$ cat src/tcc_pkg.sv
// Purpose: Constants shared by the 16-bit capture/compare timer channel.
// Assumes: One channel per instance; the channel number picks its register addresses.
// Notes:   Control bits other than the three data registers arrive as plain ports.
//
// How it works
// - Count register increments by one on each count tick while running.
// - Reading the count register holds off the tick so the read is a snapshot.
// - Count forced to 0000H on reset and while run mode is stop.
// - Edge clear-and-start mode zeroes the count on input A valid edge.
// - Match clear-and-start mode zeroes the count when it equals register A.
// - Control bit 0 set makes register A capture, clear makes it compare.
// - Register A resets to 0000H and is written as one 16-bit word.
// - Register A in compare mode raises match request A on equality.
// - Register A capturing from input A uses the edge opposite a single valid edge; with both edges it never captures.
// - Register A capturing from input B uses input B valid edge itself.
// - Register A at zero matches as count wraps FFFFH through 0000H to 0001H.
// - Compare value below count matches only after overflow wraps the count.
// - Read colliding with capture may read stale; stored capture stays correct.
// - Control bit 2 set makes register B capture, clear makes it compare.
// - Register B resets to 0000H and is written as one 16-bit word.
// - Register B in compare mode raises match request B on equality.
// - Register B captures the count on input A valid edge.
// - Register B zero matches after wrap; a B capture also raises request B.
// - Run mode: 00 stop, 01 free, 10 clear on edge, 11 clear on match.
// - Overflow flag sets when register A is FFFFH and count rolls to 0000H.
package tcc_pkg;

  // ****************************************************************
  // Register addresses, per channel
  // ****************************************************************
  localparam logic [15:0] CH0_CAPCOMP_A_ADDR = 16'hff0a;
  localparam logic [15:0] CH0_CAPCOMP_B_ADDR = 16'hff0c;
  localparam logic [15:0] CH0_COUNT_ADDR     = 16'hff0e;
  localparam logic [15:0] CH1_CAPCOMP_A_ADDR = 16'hff68;
  localparam logic [15:0] CH1_CAPCOMP_B_ADDR = 16'hff6a;
  localparam logic [15:0] CH1_COUNT_ADDR     = 16'hff6c;

  // ****************************************************************
  // Reset values and special counts
  // ****************************************************************
  localparam logic [15:0] COUNT_RST    = 16'h0000;
  localparam logic [15:0] CAPCOMP_RST  = 16'h0000;
  localparam logic [15:0] COUNT_MAX    = 16'hffff;
  localparam logic [15:0] COUNT_ONE    = 16'h0001;
  localparam logic [15:0] RDATA_RST    = 16'h0000;

  // ****************************************************************
  // Field positions in the control inputs
  // ****************************************************************
  localparam int A_CAPTURE_SELECT_BIT = 0;
  localparam int A_TRIGGER_SOURCE_BIT = 1;
  localparam int B_CAPTURE_SELECT_BIT = 2;

  typedef enum logic [1:0] {
    TCC_RUN_STOP  = 2'h0,
    TCC_RUN_FREE  = 2'h1,
    TCC_RUN_EDGE  = 2'h2,
    TCC_RUN_MATCH = 2'h3
  } tcc_run_e;

  typedef enum logic [1:0] {
    TCC_EDGE_FALL = 2'h0,
    TCC_EDGE_RISE = 2'h1,
    TCC_EDGE_BAD  = 2'h2,
    TCC_EDGE_BOTH = 2'h3
  } tcc_edge_e;

endpackage : tcc_pkg

$ cat src/tcc_edge_det.sv
// Purpose: Rising and falling edge detector for one timer input pin.
// Assumes: The pin is already synchronous to the clock.
// Notes:   No edge is reported in the first cycle after reset.
`timescale 1ns/1ps
module tcc_edge_det (
  input  wire logic clk_in,    // System clock.
  input  wire logic rst_n_in,  // Asynchronous reset, active low.
  input  wire logic pin_in,    // Timer input pin level.
  output logic      rise_out,  // Rising edge seen this cycle.
  output logic      fall_out   // Falling edge seen this cycle.
);
  logic prev_r;
  logic prev_nxt;
  logic seen_r;
  logic seen_nxt;

  always_comb begin
    prev_nxt = pin_in;
    seen_nxt = 1'b1;
  end

  // A first sample is needed before any edge can be trusted.
  always_ff @(posedge clk_in or negedge rst_n_in) begin
    if (!rst_n_in) begin
      prev_r <= 1'b0;
      seen_r <= 1'b0;
    end else begin
      prev_r <= prev_nxt;
      seen_r <= seen_nxt;
    end
  end

  assign rise_out = seen_r & pin_in & ~prev_r;
  assign fall_out = seen_r & ~pin_in & prev_r;
endmodule : tcc_edge_det

$ cat src/tcc_timer16.sv
// Purpose: One 16-bit timer channel with two capture/compare registers.
// Assumes: count_en_in is a one-cycle pulse per selected count clock edge.
// Notes:   Run mode, capture selects and edge fields are plain input ports.
`timescale 1ns/1ps
module tcc_timer16 import tcc_pkg::*; #(
  parameter int CH = 0
) (
  input  wire logic        clk_in,          // 40 MHz system clock.
  input  wire logic        rst_n_in,        // Asynchronous reset, active low.
  input  wire logic        count_en_in,     // Count clock pulse.
  input  wire logic [1:0]  run_mode_in,     // Run mode field.
  input  wire logic [2:0]  capcomp_ctrl_in, // Capture selects and trigger source.
  input  wire logic [1:0]  edge_a_sel_in,   // Input A valid edge field.
  input  wire logic [1:0]  edge_b_sel_in,   // Input B valid edge field.
  input  wire logic        edge_input_a_in, // Timer input pin A.
  input  wire logic        edge_input_b_in, // Timer input pin B.
  input  wire logic [15:0] addr_in,         // Memory bus address.
  input  wire logic        wr_en_in,        // 16-bit write strobe.
  input  wire logic        rd_en_in,        // 16-bit read strobe.
  input  wire logic [15:0] wdata_in,        // Write data.
  input  wire logic        ovf_clr_in,      // Clears the overflow flag.
  output logic      [15:0] rdata_out,       // Read data, one cycle after strobe.
  output logic             match_irq_a_out, // Request A pulse.
  output logic             match_irq_b_out, // Request B pulse.
  output logic             overflow_flag_out // Overflow detected.
);

  // ****************************************************************
  // Addresses and control decode
  // ****************************************************************
  localparam logic [15:0] A_ADDR = (CH == 0) ? CH0_CAPCOMP_A_ADDR : CH1_CAPCOMP_A_ADDR;
  localparam logic [15:0] B_ADDR = (CH == 0) ? CH0_CAPCOMP_B_ADDR : CH1_CAPCOMP_B_ADDR;
  localparam logic [15:0] C_ADDR = (CH == 0) ? CH0_COUNT_ADDR : CH1_COUNT_ADDR;

  tcc_run_e  run_mode;
  tcc_edge_e edge_a;
  tcc_edge_e edge_b;
  logic      running;
  logic      a_capture_select;
  logic      a_trigger_source;
  logic      b_capture_select;

  assign run_mode         = tcc_run_e'(run_mode_in);
  assign edge_a           = tcc_edge_e'(edge_a_sel_in);
  assign edge_b           = tcc_edge_e'(edge_b_sel_in);
  assign running          = (run_mode != TCC_RUN_STOP);
  assign a_capture_select = capcomp_ctrl_in[A_CAPTURE_SELECT_BIT];
  assign a_trigger_source = capcomp_ctrl_in[A_TRIGGER_SOURCE_BIT];
  assign b_capture_select = capcomp_ctrl_in[B_CAPTURE_SELECT_BIT];

  // ****************************************************************
  // Edge detection on both input pins
  // ****************************************************************
  logic [1:0] pins;
  logic [1:0] rise;
  logic [1:0] fall;

  assign pins = {edge_input_b_in, edge_input_a_in};

  genvar gi;
  generate
    for (gi = 0; gi < 2; gi++) begin : g_edge
      tcc_edge_det u_edge (
        .clk_in   (clk_in),
        .rst_n_in (rst_n_in),
        .pin_in   (pins[gi]),
        .rise_out (rise[gi]),
        .fall_out (fall[gi])
      );
    end
  endgenerate

  // The prohibited field value 10 selects no edge at all.
  logic valid_a;
  logic valid_b;
  logic opp_a;

  always_comb begin
    case (edge_a)
      TCC_EDGE_FALL: valid_a = fall[0];
      TCC_EDGE_RISE: valid_a = rise[0];
      TCC_EDGE_BOTH: valid_a = rise[0] | fall[0];
      default:       valid_a = 1'b0;
    endcase
    case (edge_b)
      TCC_EDGE_FALL: valid_b = fall[1];
      TCC_EDGE_RISE: valid_b = rise[1];
      TCC_EDGE_BOTH: valid_b = rise[1] | fall[1];
      default:       valid_b = 1'b0;
    endcase
    case (edge_a)
      TCC_EDGE_FALL: opp_a = rise[0];
      TCC_EDGE_RISE: opp_a = fall[0];
      default:       opp_a = 1'b0;
    endcase
  end

  // ****************************************************************
  // Counter, capture and compare
  // ****************************************************************
  logic [15:0] count_r;
  logic [15:0] count_nxt;
  logic [15:0] cap_a_r;
  logic [15:0] cap_a_nxt;
  logic [15:0] cap_b_r;
  logic [15:0] cap_b_nxt;
  logic        pend_r;
  logic        pend_nxt;
  logic        wrapped_r;
  logic        wrapped_nxt;
  logic        hold;
  logic        tick;
  logic        edge_clear;
  logic        match_a;
  logic        match_b;
  logic        cap_a_evt;
  logic        cap_b_evt;
  logic        irq_a_nxt;
  logic        irq_b_nxt;
  logic        ovf_nxt;
  logic [15:0] rdata_nxt;
  logic        rd_count;

  assign rd_count   = rd_en_in & (addr_in == C_ADDR);
  // A count pulse that lands on a read is deferred, not dropped.
  assign hold       = rd_count;
  assign tick       = running & (count_en_in | pend_r) & ~hold;
  assign edge_clear = (run_mode == TCC_RUN_EDGE) & valid_a;
  // A zero compare value only matches once the count has wrapped.
  assign match_a    = tick & ~a_capture_select & (count_r == cap_a_r)
                      & ((cap_a_r != COUNT_RST) | wrapped_r);
  assign match_b    = tick & ~b_capture_select & (count_r == cap_b_r)
                      & ((cap_b_r != COUNT_RST) | wrapped_r);
  assign cap_a_evt  = a_capture_select & (a_trigger_source ? opp_a : valid_b);
  assign cap_b_evt  = b_capture_select & valid_a;

  always_comb begin
    pend_nxt    = running & (count_en_in | pend_r) & hold;
    count_nxt   = count_r;
    wrapped_nxt = wrapped_r;
    if (!running) begin
      count_nxt   = COUNT_RST;
      wrapped_nxt = 1'b0;
    end else if (edge_clear) begin
      count_nxt   = COUNT_RST;
      wrapped_nxt = 1'b0;
    end else if (tick) begin
      if ((run_mode == TCC_RUN_MATCH) && (count_r == cap_a_r)) begin
        count_nxt = COUNT_RST;
      end else begin
        count_nxt = count_r + COUNT_ONE;
      end
      if (count_r == COUNT_MAX) begin
        wrapped_nxt = 1'b1;
      end
    end
    // Capture beats a same-cycle software write so no event is lost.
    cap_a_nxt = cap_a_r;
    if (cap_a_evt) begin
      cap_a_nxt = count_r;
    end else if (wr_en_in && (addr_in == A_ADDR)) begin
      cap_a_nxt = wdata_in;
    end
    cap_b_nxt = cap_b_r;
    if (cap_b_evt) begin
      cap_b_nxt = count_r;
    end else if (wr_en_in && (addr_in == B_ADDR)) begin
      cap_b_nxt = wdata_in;
    end
    irq_a_nxt = match_a | cap_a_evt;
    irq_b_nxt = match_b | cap_b_evt;
    // Setting wins over a clear arriving in the same cycle.
    ovf_nxt = overflow_flag_out & ~ovf_clr_in;
    if (tick && (count_r == COUNT_MAX) && (cap_a_r == COUNT_MAX)) begin
      ovf_nxt = 1'b1;
    end
    rdata_nxt = rdata_out;
    if (rd_en_in) begin
      case (addr_in)
        A_ADDR:  rdata_nxt = cap_a_r;
        B_ADDR:  rdata_nxt = cap_b_r;
        C_ADDR:  rdata_nxt = count_r;
        default: rdata_nxt = RDATA_RST;
      endcase
    end
  end

  always_ff @(posedge clk_in or negedge rst_n_in) begin
    if (!rst_n_in) begin
      count_r           <= COUNT_RST;
      cap_a_r           <= CAPCOMP_RST;
      cap_b_r           <= CAPCOMP_RST;
      pend_r            <= 1'b0;
      wrapped_r         <= 1'b0;
      match_irq_a_out   <= 1'b0;
      match_irq_b_out   <= 1'b0;
      overflow_flag_out <= 1'b0;
      rdata_out         <= RDATA_RST;
    end else begin
      count_r           <= count_nxt;
      cap_a_r           <= cap_a_nxt;
      cap_b_r           <= cap_b_nxt;
      pend_r            <= pend_nxt;
      wrapped_r         <= wrapped_nxt;
      match_irq_a_out   <= irq_a_nxt;
      match_irq_b_out   <= irq_b_nxt;
      overflow_flag_out <= ovf_nxt;
      rdata_out         <= rdata_nxt;
    end
  end
endmodule : tcc_timer16

$ cat config.mk
export PLATFORM = sky130hd
export DESIGN_NAME = tcc_timer16
export DESIGN_NICKNAME = d
export VERILOG_FILES = /design/src/tcc_pkg.sv /design/src/tcc_edge_det.sv /design/src/tcc_timer16.sv
export SDC_FILE = /design/constraint.sdc
export NUM_CORES = 1
export LEC_CHECK = 0
export ABC_AREA = 1
export BUFFER_PORTS_ARGS = -buffer_cell sky130_fd_sc_hd__buf_2
export CAP_MARGIN = 0
export CORE_MARGIN = 2
export CORE_UTILIZATION = 29
export DETAILED_ROUTE_END_ITERATION = 16
export HOLD_SLACK_MARGIN = 0.08
export PLACE_DENSITY = 0.51
export SLEW_MARGIN = 10
export SYNTH_ARGS = -nofsm -noshare
export SYNTH_HDL_FRONTEND = slang
export SYNTH_HIERARCHICAL = 1
export SYNTH_SLANG_ARGS = --single-unit
export TNS_END_PERCENT = 1
$ cat constraint.sdc
create_clock -name clk_in -period 1.78 [get_ports clk_in]
set_input_delay 0.356 -clock clk_in [delete_from_list [all_inputs] [get_ports clk_in]]
set_output_delay 0.356 -clock clk_in [all_outputs]
set_load 0.05 [all_outputs]
==> summary.md <==
| Metric | Value |
|---|---|
| FF-to-FF End | `cap_b_r[5]$_DFFE_PN0P_` |
| Clock skew | `0.00874 ns` |
| Dominant cell type by area after synthesis | `dfrtp_1` |
| RSZ-0062 raised after global routing | `yes` |
| CTS buffer count | `9` |
| FMAX | `594 MHz` |
| Number of clock sinks | `73` |
| Slew Limit Fails | `0` |
| Period Utilization, post-route | `0.946` |
| FF-to-FF path depth | `7` |
| Slew of the pin with the lowest slew margin | `0.649 ns` |
| R2R Setup Slk | `0.1 ns` |
| Reg area | `1830 um^2` |
| Later-pin clock latency in the skew report | `0.35 ns` |
| Mapped cell area | `4570 um^2` |
| Overall die height | `130 um` |
| Post-DP HPWL | `11.5 mm` |
| Critical Path Start Type | `register` |
| Placed Area | `5440 um^2` |
| Total global-route track usage | `0.189` |
| Slowest CP cell | `dfrtp_1` |
| 1st-iter DRT viols | `403` |
| Post-route cell area | `5850 um^2` |
| DR vias | `4542` |
| Syn_nets | `679` |
| Die area | `16800 um^2` |
| Synth cell types | `38` |
| Vias per inst | `4.79` |
| Yosys warns | `6` |
| Synth top area cells | `dfrtp_1 (40%), nand2_1 (14%), nor2_1 (8.1%), o22ai_1 (4.9%), inv_1 (4.7%)` |
| 1st-pass router iterations | `5` |
| Antenna fix cells | `0` |
| H-tree levels | `3` |
| Global-route wire length before repair | `24.0 mm` |
| Final hold violations | `0` |
| Hold_sp | `edge_input_a_in` |
| Pleak | `2.99 nW` |
| Avg WL per Cell | `16.1 um` |
| CP max stage delay | `0.38 ns` |
| Crit Path Class | `reg2reg` |
| Max transition margin | `0.565` |
| Critical path cell sequence | `nor2_1, inv_1, o21ai_0, nand2_2, o21ai_2, o22ai_1, nor2_1` |
| Worst vdd ir | `0.469 mV` |
| CP dominant cell by count | `nor2_1` |
| Sequential element share of the synthesized area | `0.399` |
| Ports | `68` |
| Fillers | `1628` |
| Synth Register Bits | `73` |
| Pin count of the biggest net entering global routing | `74` |
| Top cell type's share of synthesized area | `0.399` |
| Critical path arrival | `1.97 ns` |
| Largest fanout on the critical path | `8` |
| CORE AREA | `15300 um^2` |
| Max-cap violation count | `0` |
| Gr ovfl total | `0` |
| HP Class | `in2reg` |
| Hold-critical path depth | `1` |
| Commonest non-fill, non-tap cells in the layout | `nand2_1 (175), nor2_1 (99), dfrtp_1 (71), buf_2 (66), inv_1 (57)` |
| Setup violations, final | `0` |
| Syn avg cell area | `7.27 um^2` |
| Multi-input logic area | `2340 um^2` |
| Port buffer count | `67` |
| Total negative slack | `0 ns` |
| Most common cell after layout, fill and taps aside | `nand2_1` |
| Crit. End Element | `register` |
| Vias in the first global route | `4462` |
| # rows | `45` |
| Reg clk slew, reported paths | `0.06 ns` |
| Worst EP required | `2.06 ns` |
| Antenna Nets Post-Route | `0` |
| Worst Hold End | `g_edge[0].u_edge/prev_r$_DFF_PN0_` |
| Layout cell share with drive strength beyond 1 | `0.255` |
| GPL Wtd Cong | `0.907` |
| Power Dens Cells | `910 nW/um^2` |
| Status | `completed` |
| Final WL | `15.3 mm` |
| Initial core utilization | `0.299` |
| Max clock buf depth | `2` |
| Final Net Count | `782` |
| PnR Total Power | `5.32 mW` |
| Die W | `130 um` |
| CP delay by family, top | `compound AO/OA/AOI/OAI gates` |
| Root Driver | `clkbuf_16` |
| DRC Markers | `0` |
| R2R Path Start | `g_edge[0].u_edge/prev_r$_DFF_PN0_` |
| P&R area growth vs syn | `27.9%` |
| CTS tree | `yes` |
| Crit path time final | `1.68 ns` |
| Antenna violations before repair | `0` |
| WP buf/inv | `1` |
| Mapped Cells | `629` |
-- sequential cells by signal, indices dropped and copies added, names as in the netlist --
signal / count
cap_a_r: 16
count_r: 16
overflow_flag_out: 1
cap_b_r: 16
wrapped_r: 1
rdata_out: 16
pend_r: 1
g_edge.u_edge/seen_r: 2
match_irq_a_out: 1
match_irq_b_out: 1
g_edge.u_edge/prev_r: 2
-- worst max path at each step --
| stage | end | cells after the start | from | slack (ns) |
|---|---|---|---|---|
| floorplan | count_r[12]$_DFFE_PN0P_ | 8 | count_r[1]$_DFFE_PN0P_ | 0.24 |
| global placement | count_r[9]$_DFFE_PN0P_ | 10 | addr_in[7] | 0.01 |
| detailed placement | count_r[9]$_DFFE_PN0P_ | 10 | addr_in[7] | -0.04 |
| finish | cap_b_r[5]$_DFFE_PN0P_ | 7 | g_edge[0].u_edge/prev_r$_DFF_PN0_ | 0.1 |
| CTS | count_r[12]$_DFFE_PN0P_ | 8 | count_r[0]$_DFFE_PN0P_ | 0.03 |
| global route | count_r[12]$_DFFE_PN0P_ | 8 | count_r[0]$_DFFE_PN0P_ | -0.02 |
-- metal layers --
layer | global-route usage | vias to the layer above | share of wire
met5 | 0 | - | 0
met4 | 0.0829 | 0 | 0.023
met3 | 0.0301 | 20 | 0.058
met2 | 0.298 | 135 | 0.45
met1 | 0.258 | 2128 | 0.46
li1 | - | 2259 | -
-- cell type report --
cell class	instances	area share
Timing Repair Buffer	115	0.133
Multi-Input combinational cell	462	0.401
Inverter	71	0.0460
Sequential cell	73	0.313
Clock buffer	12	0.0456
Tap cell	211	0.0451
Clock inverter	4	0.0167
-- what timing repair did --
action                     in CTS  in global routing
hold endpoints to repair       73                  0
resized for setup               0                  5
setup endpoints to repair       0                 29
hold buffers                    1                  0
buffers inserted                0                  1
-- where the power goes --
group	total (mW)	internal, mW	leakage (nW)	switching (mW)
logic	1.00	0.402	1.89	0.600
clock network	2.22	1.48	0.175	0.735
registers	2.10	1.85	0.931	0.246
total	5.32	3.74	2.99	1.58
-- cells by family after synthesis --
logic type | synth area share
xor+xnor | 0.0153
simple gates | 0.342
compound gates | 0.146
other cells | 0.00164
flops | 0.399
buf+inv | 0.0925
fa+ha+maj | 0.00274
-- synthesized netlist by cell type --
library cell  count
o21ai_0          11
nor2_1           99
nand2_2           4
nor2_4            4
nand4_1          11
nand3_4           1
buf_1             1
nand3_2           5
o22ai_1          36
nand3b_1          2
a21boi_0          1
o21ai_4           2
inv_2            12
nand2_1         175
nor3_2            2
o21ai_1           4
nor3_1            8
nor3_4            1
dfrtp_1          73
o22ai_2           8
o211ai_2          1
xor2_1            6
o221ai_1          8
clkinv_2          2
or2_2             1
buf_4             3
buf_2            12
a21oi_1          29
clkbuf_1          3
conb_1            2
inv_1            57
nor2_2            5
ha_1              1
buf_6             5
xnor2_1           2
nor4_1            3
nand2_4           6
nand3_1          23
-- per-stage QoR --
stage          std cells  utilization  hold WS (ns)  setup slack [ns]
3_5_place_dp         929        0.355         0.414           -0.0442
2_1_floorplan        629            -        0.0604             0.237
5_1_grt              948        0.382         0.138           -0.0216
6_report             948        0.382         0.136            0.0969
3_3_place_gp         929        0.355         0.412            0.0134
4_1_cts              946        0.380         0.128            0.0338
Note: power is estimated with default switching activity, not from simulation.
